## src/include/strap_pkg.sv

```systemverilog
// Constants for the power-up strap sampler and shared-pin mux.
// Assumes a single 125 MHz system clock and an active-high reset.
package strap_pkg;
  // System clock period
  localparam int CLK_PERIOD_NS = 8;
  // Strap level must stay stable this long before it is latched
  localparam int STRAP_SETTLE_NS = 1000;
  // Least time, rounded up to whole cycles
  localparam int STRAP_SETTLE_CYCLES = (STRAP_SETTLE_NS + CLK_PERIOD_NS - 1) / CLK_PERIOD_NS;
  localparam int SETTLE_CNT_W = 8;
  localparam logic [SETTLE_CNT_W-1:0] SETTLE_LAST = SETTLE_CNT_W'(STRAP_SETTLE_CYCLES - 1);
  localparam logic [SETTLE_CNT_W-1:0] SETTLE_CNT_RST = 8'h00;

  // Synchronised input vector layout in the mux
  localparam int SYNC_W = 5;
  localparam int SYNC_XTAL = 0;
  localparam int SYNC_EXT = 1;
  localparam int SYNC_REFSEL = 2;
  localparam int SYNC_PIN_HI = 3;
  localparam int SYNC_PIN_LO = 4;
  localparam logic [SYNC_W-1:0] SYNC_RST = 5'h18; // Shared pins idle high

  // Reset values
  localparam logic STRAP_LEVEL_RST = 1'b0; // Internal pull-down default
  localparam logic OE_N_RST = 1'b1;        // Not driving
  localparam logic LINE_IDLE = 1'b1;       // Released open-drain line

  // Sampler states
  typedef enum logic [1:0] {
    SMP_SETTLE = 2'b01,
    SMP_DONE = 2'b10
  } smp_state_t;

  // Second and third synchroniser stages must agree before a change counts
  function automatic logic agree(input logic s2, input logic s3, input logic prev);
    agree = (s2 == s3) ? s3 : prev;
  endfunction : agree
endpackage : strap_pkg

```

## src/include/strap_if.sv

```systemverilog
// Carrier between the shared-pin mux and the strap sampler.
// Assumes both ends run on the same clock.
`timescale 1ns/100ps
interface strap_if;
  logic strap_raw;
  logic sample_done;
  logic strap_high;
  modport sampler (input strap_raw, output sample_done, output strap_high);
  modport user (output strap_raw, input sample_done, input strap_high);
endinterface : strap_if

```

## src/rtl/strap_pin_mux.sv

```systemverilog
// Top of the strap-selected pin function block: strap latch, shared select/serial pins, reference output.
// Assumes the power-up event arrives as sys_rst and a serial core sits behind the i2c_* ports.
// Assumes the board holds the strap pin steady for the settle time after reset release.
`timescale 1ns/100ps
module strap_pin_mux
  import strap_pkg::*;
(
  // Clock and reset
  input wire logic clk,
  input wire logic sys_rst,
  // Strap pin, later the reference clock output
  input wire logic strap_refclk_pin_i,
  output logic strap_refclk_pin_o,
  output logic strap_refclk_pin_oe_n,
  // Shared pin: select high bit or SDA
  input wire logic shared_hi_pin_i,
  output logic shared_hi_pin_o,
  output logic shared_hi_pin_oe_n,
  // Shared pin: select low bit or SCL
  input wire logic shared_lo_pin_i,
  output logic shared_lo_pin_o,
  output logic shared_lo_pin_oe_n,
  // Reference sources
  input wire logic xtal_clk_in,
  input wire logic ext_clk_in,
  input wire logic ref_select_ext,
  // Decoded configuration select
  output logic config_select_hi,
  output logic config_select_lo,
  output logic config_select_valid,
  // Serial core side
  output logic i2c_mode,
  output logic i2c_sda_in,
  output logic i2c_scl_in,
  input wire logic i2c_sda_drive_low,
  input wire logic i2c_scl_drive_low,
  // Power-up sampling status
  output logic strap_sampled
);
  // Carrier to the strap latch
  strap_if sif ();

  logic [SYNC_W-1:0] s1_reg, s2_reg, s3_reg;
  logic [SYNC_W-1:0] filt_reg, filt_next;
  logic ref_o_reg, ref_o_next;
  logic ref_oe_n_reg, ref_oe_n_next;
  logic hi_oe_n_reg, hi_oe_n_next;
  logic lo_oe_n_reg, lo_oe_n_next;
  logic pin_o_reg, pin_o_next;
  logic sel_hi_reg, sel_hi_next;
  logic sel_lo_reg, sel_lo_next;
  logic sel_valid_reg, sel_valid_next;
  logic i2c_mode_reg, i2c_mode_next;
  logic sda_in_reg, sda_in_next;
  logic scl_in_reg, scl_in_next;
  logic sampled_reg, sampled_next;
  logic ref_src;

  assign sif.strap_raw = strap_refclk_pin_i;

  // Strap sampling and latch
  strap_sampler u_sampler (
    .clk(clk),
    .sys_rst(sys_rst),
    .sif(sif)
  );

  // Three-stage synchronisers for the shared pins, reference clocks and source select; the strap pin has its own in the sampler
  // Reference clocks ride the same chain, so the output copy is only as fine as the system clock
  always_ff @(posedge clk or posedge sys_rst) begin
    if (sys_rst) begin
      s1_reg <= SYNC_RST;
      s2_reg <= SYNC_RST;
      s3_reg <= SYNC_RST;
    end else begin
      s1_reg <= {shared_lo_pin_i, shared_hi_pin_i, ref_select_ext, ext_clk_in, xtal_clk_in};
      s2_reg <= s1_reg;
      s3_reg <= s2_reg;
    end
  end

  // Filtered levels: a change counts once stages two and three agree
  always_comb begin
    for (int i = 0; i < SYNC_W; i++) begin
      filt_next[i] = agree(s2_reg[i], s3_reg[i], filt_reg[i]);
    end
  end

  // Filter state; reset to the idle pin levels
  // so that no false change shows right after reset
  always_ff @(posedge clk or posedge sys_rst) begin
    if (sys_rst) begin
      filt_reg <= SYNC_RST;
    end else begin
      filt_reg <= filt_next;
    end
  end

  // Source switch is not glitch free; a runt pulse may reach the pin
  // crystal unless external chosen
  assign ref_src = filt_reg[SYNC_REFSEL] ? filt_reg[SYNC_EXT] : filt_reg[SYNC_XTAL];

  // Mode flags from the latched strap; both low until sampling ends
  always_comb begin
    sampled_next = sif.sample_done;
    sel_valid_next = 1'b0;
    i2c_mode_next = 1'b0;
    if (sif.sample_done) begin
      sel_valid_next = sif.strap_high;
      i2c_mode_next = ~sif.strap_high;
    end
  end

  // Mode flag registers
  always_ff @(posedge clk or posedge sys_rst) begin
    if (sys_rst) begin
      sampled_reg <= 1'b0;
      sel_valid_reg <= 1'b0;
      i2c_mode_reg <= 1'b0;
    end else begin
      sampled_reg <= sampled_next;
      sel_valid_reg <= sel_valid_next;
      i2c_mode_reg <= i2c_mode_next;
    end
  end

  // Strap pin released before the latch, so only the board pull sets the sampled level
  always_comb begin
    ref_o_next = 1'b0;
    ref_oe_n_next = OE_N_RST;
    if (sif.sample_done) begin
      ref_oe_n_next = 1'b0;
      ref_o_next = ref_src;
    end
  end

  // Strap pin drive registers; no decode glitch reaches the pin
  always_ff @(posedge clk or posedge sys_rst) begin
    if (sys_rst) begin
      ref_o_reg <= 1'b0;
      ref_oe_n_reg <= OE_N_RST;
    end else begin
      ref_o_reg <= ref_o_next;
      ref_oe_n_reg <= ref_oe_n_next;
    end
  end

  // Shared pins: filtered select levels or open-drain serial lines
  always_comb begin
    hi_oe_n_next = OE_N_RST;
    lo_oe_n_next = OE_N_RST;
    pin_o_next = 1'b0; // Open drain: only ever pulls low
    sel_hi_next = 1'b0;
    sel_lo_next = 1'b0;
    sda_in_next = LINE_IDLE;
    scl_in_next = LINE_IDLE;
    if (sif.sample_done) begin
      if (sif.strap_high) begin
        sel_hi_next = filt_reg[SYNC_PIN_HI];
        sel_lo_next = filt_reg[SYNC_PIN_LO];
      end else begin
        sda_in_next = filt_reg[SYNC_PIN_HI];
        scl_in_next = filt_reg[SYNC_PIN_LO];
        hi_oe_n_next = ~i2c_sda_drive_low;
        lo_oe_n_next = ~i2c_scl_drive_low;
      end
    end
  end

  // Shared pin registers; drive enables trail the serial core by one cycle
  always_ff @(posedge clk or posedge sys_rst) begin
    if (sys_rst) begin
      hi_oe_n_reg <= OE_N_RST;
      lo_oe_n_reg <= OE_N_RST;
      pin_o_reg <= 1'b0;
      sel_hi_reg <= 1'b0;
      sel_lo_reg <= 1'b0;
      sda_in_reg <= LINE_IDLE;
      scl_in_reg <= LINE_IDLE;
    end else begin
      hi_oe_n_reg <= hi_oe_n_next;
      lo_oe_n_reg <= lo_oe_n_next;
      pin_o_reg <= pin_o_next;
      sel_hi_reg <= sel_hi_next;
      sel_lo_reg <= sel_lo_next;
      sda_in_reg <= sda_in_next;
      scl_in_reg <= scl_in_next;
    end
  end

  // Strap pin drive
  assign strap_refclk_pin_o = ref_o_reg;
  assign strap_refclk_pin_oe_n = ref_oe_n_reg;

  // Shared pins share one low level; only the enables differ
  assign shared_hi_pin_o = pin_o_reg;
  assign shared_hi_pin_oe_n = hi_oe_n_reg;
  assign shared_lo_pin_o = pin_o_reg;
  assign shared_lo_pin_oe_n = lo_oe_n_reg;

  // Decoded select and serial side
  assign config_select_hi = sel_hi_reg;
  assign config_select_lo = sel_lo_reg;
  assign config_select_valid = sel_valid_reg;
  assign i2c_mode = i2c_mode_reg;
  assign i2c_sda_in = sda_in_reg;
  assign i2c_scl_in = scl_in_reg;

  // Latch status
  assign strap_sampled = sampled_reg;
endmodule : strap_pin_mux

```

## src/rtl/strap_sampler.sv

```systemverilog
// Power-up strap sampler: synchronises the strap pin, waits for it to settle and latches it once.
// Assumes the strap pin is not driven by this device until sample_done is high.
`timescale 1ns/100ps
module strap_sampler
  import strap_pkg::*;
(
  // Clock and reset
  input wire logic clk,
  input wire logic sys_rst,
  // Carrier to the mux
  strap_if.sampler sif
);
  logic s1_reg, s2_reg, s3_reg;
  logic level_reg, level_next;
  logic high_reg, high_next;
  logic [SETTLE_CNT_W-1:0] cnt_reg, cnt_next;
  smp_state_t state_reg, state_next;

  // Three-stage synchroniser; stage one feeds only stage two
  always_ff @(posedge clk or posedge sys_rst) begin
    if (sys_rst) begin
      s1_reg <= STRAP_LEVEL_RST;
      s2_reg <= STRAP_LEVEL_RST;
      s3_reg <= STRAP_LEVEL_RST;
    end else begin
      s1_reg <= sif.strap_raw;
      s2_reg <= s1_reg;
      s3_reg <= s2_reg;
    end
  end

  // Settle counting and one-time latch
  always_comb begin
    level_next = agree(s2_reg, s3_reg, level_reg);
    cnt_next = cnt_reg;
    high_next = high_reg;
    state_next = state_reg;
    case (state_reg)
      SMP_SETTLE: begin
        if (level_next != level_reg) begin
          cnt_next = SETTLE_CNT_RST; // Bouncing strap restarts the wait
        end else if (cnt_reg == SETTLE_LAST) begin
          high_next = level_reg;
          state_next = SMP_DONE;
        end else begin
          cnt_next = cnt_reg + 8'h01;
        end
      end
      SMP_DONE: begin
        high_next = high_reg;
        state_next = SMP_DONE;
      end
      default: begin
        cnt_next = SETTLE_CNT_RST;
        state_next = SMP_SETTLE;
      end
    endcase
  end

  always_ff @(posedge clk or posedge sys_rst) begin
    if (sys_rst) begin
      level_reg <= STRAP_LEVEL_RST;
      high_reg <= STRAP_LEVEL_RST;
      cnt_reg <= SETTLE_CNT_RST;
      state_reg <= SMP_SETTLE;
    end else begin
      level_reg <= level_next;
      high_reg <= high_next;
      cnt_reg <= cnt_next;
      state_reg <= state_next;
    end
  end

  assign sif.sample_done = (state_reg == SMP_DONE);
  assign sif.strap_high = high_reg;
endmodule : strap_sampler

```

## config.mk

```make
export PLATFORM = sky130hd
export DESIGN_NAME = strap_pin_mux
export DESIGN_NICKNAME = d
export VERILOG_FILES = /design/src/include/strap_pkg.sv /design/src/include/strap_if.sv /design/src/rtl/strap_pin_mux.sv /design/src/rtl/strap_sampler.sv
export SDC_FILE = /design/constraint.sdc
export NUM_CORES = 1
export LEC_CHECK = 0
export ABC_CLOCK_PERIOD_IN_PS = 1500
export BUFFER_PORTS_ARGS = -buffer_cell sky130_fd_sc_hd__buf_2
export CAP_MARGIN = 0
export CORE_MARGIN = 2
export CORE_UTILIZATION = 34
export CTS_CLUSTER_DIAMETER = 40
export DETAILED_ROUTE_END_ITERATION = 10
export SLEW_MARGIN = 20
export SYNTH_ARGS = -nofsm -noshare
export SYNTH_HDL_FRONTEND = slang
export SYNTH_SLANG_ARGS = --single-unit
```

## constraint.sdc

```tcl
create_clock -name clk -period 1.5 [get_ports clk]
set_input_delay 0.15 -clock clk [delete_from_list [all_inputs] [get_ports clk]]
set_output_delay 0.15 -clock clk [all_outputs]
set_load 0.05 [all_outputs]
```

### Word-level counts from Yosys, hierarchy flattened

Cells that the tools add are included.

| word-level totals | value |
|---|---|
| register bits | 46 |
| input bits | 10 |
| output and inout bits | 13 |

| operators by class | value |
|---|---|
| add/subtract/negate cells | 1 |
| equal/unequal tests | 13 |
| mux-type cells | 24 |
| bitwise logic cells | 5 |
| reduce and logical (&&, ||, !) cells | 3 |

Operators with widths:

| cell | count |
|---|---|
| 1-bit two-way mux | 18 |
| 8-bit two-way mux | 2 |
| 8-bit case mux with 2 select lines | 1 |
| 8-bit by 1-bit adder with 8-bit output (second input constant) | 1 |
| 8-bit by 7-bit == test with 1-bit output (second input constant) | 1 |
| 1-bit == test | 6 |
| 1-bit NOT | 5 |
| 2-bit two-way mux | 2 |
| 2-bit case mux with 2 select lines | 1 |
| 2-bit AND reduction | 2 |
| 3-bit by 2-bit != test with 1-bit output (second input constant) | 1 |
| 3-bit AND reduction | 1 |
| 2-bit by 1-bit == test with 1-bit output (second input constant) | 1 |
| 2-bit == test (second input constant) | 1 |
| 2-bit by 1-bit != test with 1-bit output (second input constant) | 1 |
| 2-bit != test (second input constant) | 1 |
| 1-bit != test | 1 |

### Logic depth before layout (Yosys ltp)

Gate-level depths: netlist of run 1.

| logic depth | value |
|---|---|
| depth after elaboration | 5 |
| mapped depth | 7 |
| depth with buffers taken out | 6 |

### Cells and area by module

A second synthesis of run 1 with hierarchy kept.

| unflattened totals | value |
|---|---|
| cell total of the unflattened synthesis | 126 |
| area total of the unflattened synthesis | 1732.9 µm² |

By module, submodules not included:

| module | times used | cells each | area an instance (µm²) |
|---|---|---|---|
| strap_pin_mux | 1 | 51 | 939.7 |
| strap_sampler | 1 | 75 | 793.3 |

### Least setup slack after synthesis of run 1

Ideal clock, no wire load.

| timing path | value |
|---|---|
| path type | register to register |
| start | reg u_sampler.cnt_reg[0] |
| end | reg u_sampler.cnt_reg[0] |
| library setup time | 128 ps |
| data arrival time | 1518 ps |
| required time | 1372 ps |
| slack | -146 ps |
| stages on the path, launching flop included | 8 |
| buffers on the path | 1 |
| path through | dfrtp_1 inv_1 ha_1 nand3b_1 or2_1 buf_6 o21ai_2 mux2_1 |

| between the ends | value |
|---|---|
| cells in the longest elaborated chain, start to end | 4 |

Ends and longest elaborated chain:

| item | RTL line | source |
|---|---|---|
| start, declared | strap_sampler.sv:16 | `logic [SETTLE_CNT_W-1:0] cnt_reg, cnt_next;` |
| start signal, assigned | strap_sampler.sv:69 | `cnt_reg <= cnt_next;` |
| 8-bit by 1-bit adder with 8-bit output | strap_sampler.sv:46 | `cnt_next = cnt_reg + 8'h01;` |
| 8-bit two-way mux | strap_sampler.sv:42 | `end else if (cnt_reg == SETTLE_LAST) begin` |
| 8-bit two-way mux | strap_sampler.sv:40 | `if (level_next != level_reg) begin` |
| 8-bit case mux with 2 select lines | strap_sampler.sv:38 | `case (state_reg)` |

Several ways; a longest one is shown, not always the timed one. The select of a mux whose other input is x is not followed.
A chain may end at the register's enable or synchronous reset.

### Worst setup path after layout of run 1

| timing path | value |
|---|---|
| start | reg u_sampler.cnt_reg[1] |
| end | reg u_sampler.cnt_reg[0] |

| between the ends | value |
|---|---|
| cells in the longest elaborated chain, start to end | 3 |

Ends and longest elaborated chain:

| item | RTL line |
|---|---|
| 8-bit by 7-bit == test with 1-bit output | strap_sampler.sv:42 |
| 3-bit by 2-bit != test with 1-bit output (no line) | - |
| 2-bit AND reduction (no line) | - |

No other way between the ends.

==> summary.txt, run 1 <==
Detailed routing
  • Via count: 1120
  • Per-cell routed wire length: 12.5 µm
  • Vias per Instance: 4.44
  • 1st-iter DRT viols: 27
  • Post-route ant nets: 0
  • Routed Wire Length: 3150 µm
  • DRC errors left: 0
  • Pre-Repair DR Iteration Count: 4

Setup path
  • FF-to-FF setup slack: -130 ps
  • CP Capture Type: flip-flop
  • CP arrival: 1810 ps
  • Worst path max stage delay: 400 ps
  • Crit-path cells: inv_2 -> ha_4 -> nand3b_1 -> or2_4 -> o21ai_4 -> mux2_4
  • Setup CP Type: flip-flop to flip-flop
  • Crit start category: flip-flop
  • Critical Path Fanout Max: 6
  • Crit-path slowest cell: dfrtp_1
  • Worst R2R Path Depth: 6
  • Required @ worst endpoint: 1680 ps

STA
  • Fin worst setup slack: -130 ps
  • RSZ-0062 raised after global routing: yes
  • Final count of hold timing violations: 0
  • Final TNS setup: -571 ps
  • Slew Limit Fails: 0
  • Worst-Margin Slew: 544 ps
  • Final worst path period need: 1630 ps
  • Period utilisation layout: 109%
  • Setup-failing EPs final: 7
  • Slew margin rel.: 63.5%
  • Clock Skew: 8.27 ps
  • Max Freq: 613 MHz

Floorplan
  • Chip Width: 75.2 µm
  • Die Span Y: 75.2 µm
  • # rows: 25
  • I/O pin count: 23
  • Die Area: 5660 µm²
  • Initial Util: 35.8%
  • Core Area: 4820 µm²

Cells and area
  • NumNets Final: 198
  • Antenna cells: 0
  • Final non-filler cell total: 252
  • Fillers: 445
  • Area delta synth->final: 38.4%
  • Fraction of layout cells with a size suffix above 1: 47.6%
  • Finished Cell Area: 2390 µm²
  • Max reg flops: 8

Synth
  • Syn_area_per_cell: 13.8 µm²
  • Post-synth top cells: 32 x dfrtp_1, 14 x dfstp_2, 7 x inv_1, 7 x nor2_1, 6 x maj3_1
  • Area contributors post-synth: dfrtp_1 46%, dfstp_2 21%, maj3_1 3.5%
  • Largest area contributor in the netlist: dfrtp_1
  • Syn Inst Count: 125
  • Main synth FF type: dfrtp_1
  • Area share of the largest cell type after synthesis: 46.4%
  • Top-count cell post-synth: dfrtp_1
  • Netlist Area Pre-Place: 1730 µm²
  • Yosys reg bits: 46
  • Yosys cell types: 34
  • Yosys warning count: 0
  • Share of synthesized registers carrying an async set or reset: 100%
  • Register area share after synthesis: 67.7%
  • Number of synthesized flops with an enable pin: 0

Hold path
  • Hold path cells: 0
  • Worst Hold Class: flip-flop to flip-flop

Global routing
  • First-pass GRT wire length: 5520 µm
  • Global Route Usage Sum: 13.3%
  • Largest net degree at the start of global routing: 33
  • Initial antenna violation count: 0
  • Global route overflow: 0
  • Vias in the first global route: 1241

Power and ir drop
  • Pwr dens: 1070 nW/µm²
  • Static leakage: 1.09 nW
  • Max IR drop VDD: 0.674 mV

Clock tree
  • CTS H-tree lvls: 2
  • CTS tree: built
  • Max clock buf depth: 2
  • TritonCTS Buffers: 5
  • Clock transition at path regs: 80 ps
  • TritonCTS Sinks: 46
  • Root buf cell: clkbuf_8
  • Clk Latency, worst-skew pair: 290 ps

Place
  • Port Buffers: 20
  • Routability cong.: 0.836
  • Place WS: -182 ps
  • Hpwl dp: 2110 µm
  • Area after DPL: 2050 µm²
  • Placed cell count: 229

Outcome
  • Outcome: complete, but fails checks
  • Failing checks: negative setup slack

Job
  • Max_cap viols: 0
## cell usage in the layout (no fill, tap or decap), types with 5 or more instances in the layout
cell / count
buf_2: 20
clkbuf_8: 5
buf_6: 6
dlygate4sd3_1: 9
dfstp_2: 14
nand2_1: 5
dfrtp_1: 32
maj3_1: 6
nor2_1: 5
buf_4: 19
## critical path, delay by kind of cell (launching register included)
| kind | cells | cell delay (ps) |
|---|---|---|
| simple gates | 2 | 420 |
| flops | 1 | 400 |
| mux | 1 | 310 |
| compound gates | 1 | 180 |
| fa+ha+maj | 1 | 140 |
| buf+inv | 1 | 70 |
## metrics by stage
step	power (mW)	utilization, %	hold WS (ps)
floorplan	1.59	-	154
detailed placement	1.75	42.6	154
global route	2.70	49.6	361
finish	2.55	49.6	351
CTS	2.50	46.9	355
global placement	1.74	42.6	137
## worst paths after layout
check                                     start                    end
max in group asynchronous               sys_rst  strap_refclk_pin_oe_n
hold / removal                        s1_reg[1]              s2_reg[1]
min in group asynchronous               sys_rst       config_select_lo
setup reg to reg           u_sampler.cnt_reg[1]   u_sampler.cnt_reg[0]
hold reg to reg                       s1_reg[1]              s2_reg[1]
setup / recovery           u_sampler.cnt_reg[1]   u_sampler.cnt_reg[0]
## cell type report
cell class                 count  area, µm²  share of cell area, %
tap                           67       83.8                   3.51
multi-input combinational     68        599                   25.1
timing repair buffer          55        420                   17.6
clock inverter                 1       7.51                  0.314
clock buffer                   7       76.3                   3.20
inverter                       8       31.3                   1.31
sequential                    46       1170                   49.0
## per-layer routing
metal | global-route usage [%] | up-vias | part of all wire (%)
met4 | 5.46 | 0 | 1.7
met3 | 3.21 | 7 | 3.0
li1 | - | 549 | -
met2 | 22.9 | 18 | 53
met5 | 0 | - | 0
met1 | 15.9 | 546 | 42
## cells by family after synthesis
| logic type | Yosys count | synth area share, % |
|---|---|---|
| mux | 6 | 3.70 |
| compound gates | 16 | 6.60 |
| fa+ha+maj | 10 | 6.38 |
| other cells | 1 | 0.217 |
| flops | 46 | 67.7 |
| simple gates | 34 | 11.9 |
| buf+inv | 12 | 3.48 |
## where the power goes
part / switching (mW) / leakage [nW] / internal [mW]
registers: 0.0472 / 0.553 / 1.33
logic: 0.211 / 0.504 / 0.250
clock network: 0.378 / 0.0385 / 0.329
total: 0.637 / 1.09 / 1.91
## what timing repair did
action                                  CTS  global route
gates resized for setup                  10            21
endpoints found under the setup margin   11            10
cloned                                    0             0
setup buffers                             0             6
hold buffers                              9             0
pin swaps                                 4             6
hold endpoints to repair                 14             0
(Power assumes the default switching activity.)
==> inputs of run 2 (changes only) <==
Settings changed: CORE_UTILIZATION 34 to 36, REMOVE_ABC_BUFFERS from default to 1.
==> summary.txt, run 2 (same netlist as run 1, synthesis figures left out) <==
Global routing
  • Largest net degree at the start of global routing: 47 (+42%)
  • Global Route Usage Sum: 12.2% (-1.0 points)
  • First-pass GRT wire length: 4900 µm (-11%)
  • Initial antenna violation count: 0 (unchanged)
  • Global route overflow: 0 (unchanged)
  • Vias in the first global route: 1106 (-11%)

STA
  • Setup-failing EPs final: 7 (unchanged)
  • Fin worst setup slack: -101 ps (+29.4 ps)
  • Final count of hold timing violations: 32 (+32)
  • Slew margin rel.: 64.3% (+0.78 points)
  • Period utilisation layout: 107% (-2.0 points)
  • Hold WS: -15.7 ps (-367 ps)
  • Slew Limit Fails: 0 (unchanged)
  • Clock Skew: 2.81 ps (-5.47 ps)
  • Worst-Margin Slew: 536 ps (-8.27 ps)
  • RSZ-0062 raised after global routing: yes
  • Final worst path period need: 1600 ps (-29.4 ps)
  • Max Freq: 625 MHz (+1.8%)

Cells and area
  • NumNets Final: 194 (-2.0%)
  • Area delta synth->final: 34.8%
  • Fin util: 49.9% (+0.35 points)
  • Max reg flops: 8 (unchanged)
  • Fraction of layout cells with a size suffix above 1: 46.4% (-1.2 points)
  • Final non-filler cell total: 235 (-6.7%)
  • Antenna cells: 0 (unchanged)
  • Finished Cell Area: 2330 µm² (-2.6%)
  • Most frequent cells in the layout: 32 x dfrtp_1, 20 x buf_2, 20 x buf_4
  • Most common cell after layout, fill and taps aside: dfrtp_1

Place
  • Place WS: -205 ps (-22.7 ps)
  • Hpwl dp: 2020 µm (-4.0%)
  • Routability cong.: 0.717 (-14%)
  • Port Buffers: 20 (unchanged)
  • Placed cell count: 213 (-7.0%)
  • Area after DPL: 1990 µm² (-2.7%)

Power and ir drop
  • P_int: 2.06 mW (+7.5%)
  • Seq pwr share: 51.0% (-3.2 points)
  • Total chip power: 2.70 mW (+5.9%)
  • Clock Power Share: 33.0% (+5.2 points)
  • NetSw: 646 µW (+1.4%)
  • Pwr dens: 1160 nW/µm² (+8.7%)
  • Switching part of the total power: 23.9% (-1.1 points)
  • Logic pwr share: 16.0% (-2.1 points)
  • Max IR drop VDD: 0.388 mV (-43%)
  • Static leakage: 1.08 nW (-1.6%)

Floorplan
  • Chip Width: 73.2 µm (-2.7%)
  • I/O pin count: 23 (unchanged)
  • Initial Util: 37.0% (+1.2 points)
  • Core Area: 4660 µm² (-3.2%)
  • Die Area: 5360 µm² (-5.3%)
  • Die Span Y: 73.2 µm (-2.7%)
  • # rows: 25 (unchanged)

Clock tree
  • CTS H-tree lvls: 2 (unchanged)
  • CTS tree: built
  • Root buf cell: clkbuf_8
  • Clock transition at path regs: 80 ps (about the same)
  • TritonCTS Sinks: 46 (unchanged)
  • Clk Latency, worst-skew pair: 290 ps (about the same)
  • TritonCTS Buffers: 5 (unchanged)
  • Max clock buf depth: 2 (unchanged)

Detailed routing
  • Per-cell routed wire length: 12.8 µm (+2.2%)
  • Post-route ant nets: 0 (unchanged)
  • 1st-iter DRT viols: 104 (+290%)
  • DRC errors left: 0 (unchanged)
  • Routed Wire Length: 3000 µm (-4.7%)
  • Pre-Repair DR Iteration Count: 4 (unchanged)
  • Via count: 1128 (+0.71%)
  • Vias per Instance: 4.80 (+8.0%)

Outcome
  • Outcome: complete, but fails checks
  • Failing checks: negative hold slack, negative setup slack

Setup path
  • Required @ worst endpoint: 1680 ps (about the same)
  • R2r endpoint: u_sampler.cnt_reg[0]
  • Worst R2R Path Depth: 6 (unchanged)
  • Reg2Reg Launch Point: u_sampler.cnt_reg[0]
  • Critical Path Fanout Max: 5 (-1)
  • Crit-path cells: inv_1 -> ha_2 -> nand3b_1 -> or2_4 -> o21ai_4 -> mux2_4
  • CP arrival: 1780 ps (-30 ps)
  • CP Capture Type: flip-flop
  • FF-to-FF setup slack: -100 ps (+30 ps)
  • Worst path max stage delay: 390 ps (about the same)
  • Crit-path slowest cell: dfrtp_1
  • Setup CP Type: flip-flop to flip-flop
  • Crit start category: flip-flop

Hold path
  • Worst Hold Class: input pin to async pin

Job
  • Max_cap viols: 0 (unchanged)
[run 2: worst max-delay path, delay by kind of cell (launching register included)]
| family | cells | cell delay (ps) |
|---|---|---|
| fa+ha+maj | 1 | 170 |
| mux | 1 | 310 |
| flops | 1 | 390 |
| buf+inv | 1 | 70 |
| compound gates | 1 | 150 |
| simple gates | 2 | 400 |
[run 2: how the worst max path moves through the flow]
stage / startpoint / end / slack [ps] / cells past startpoint
after global placement: u_sampler.cnt_reg[0] / u_sampler.cnt_reg[0] / -120 / 6
after floorplan: u_sampler.cnt_reg[0] / u_sampler.cnt_reg[0] / -110 / 6
after detailed placement: u_sampler.cnt_reg[0] / u_sampler.cnt_reg[0] / -200 / 6
final: u_sampler.cnt_reg[0] / u_sampler.cnt_reg[0] / -100 / 6
after CTS: u_sampler.cnt_reg[1] / u_sampler.cnt_reg[0] / -100 / 6
after global routing: u_sampler.cnt_reg[1] / u_sampler.cnt_reg[0] / -140 / 6
[run 2: final cells by class]
cell class	instances	area (µm²)
clock buffer	6	72.6
clock inverter	2	37.5
fill	404	2330
inverter	8	30.0
multi-input combinational	68	577
sequential	46	1170
tap	54	67.6
timing repair buffer	51	373
[run 2: what timing repair did]
action | in CTS | in global routing
pin swaps | 6 | 8
gates cloned | 0 | 0
hold buffers | 8 | 0
setup buffers | 4 | 2
hold endpoints to repair | 8 | 0
resized for setup | 12 | 11
setup endpoints to repair | 11 | 12
[run 2: per-layer routing]
metal  track usage [%]  part of all wire (%)  vias to the layer above
li1                  -                     -                      534
met1              14.1                    44                      559
met2              20.2                    50                       29
met3              4.14                   4.3                        6
met4              6.17                   2.2                        0
met5                 0                     0                        -
[run 2: through the flow]
step	setup TNS, ps	hold slack [ps]
floorplan	-259	154
global placement	-287	258
detailed placement	-749	259
CTS	-450	6.01
global route	-912	39.3
finish	-385	-15.7
[run 2: power groups by stage]
stage	sequential (mW)	clock [mW]	combinational, mW
2_1_floorplan	1.41	0	0.173
3_3_place_gp	1.40	0	0.321
3_5_place_dp	1.40	0	0.339
4_1_cts	1.38	0.927	0.390
5_1_grt	1.39	0.977	0.487
6_report	1.38	0.892	0.431
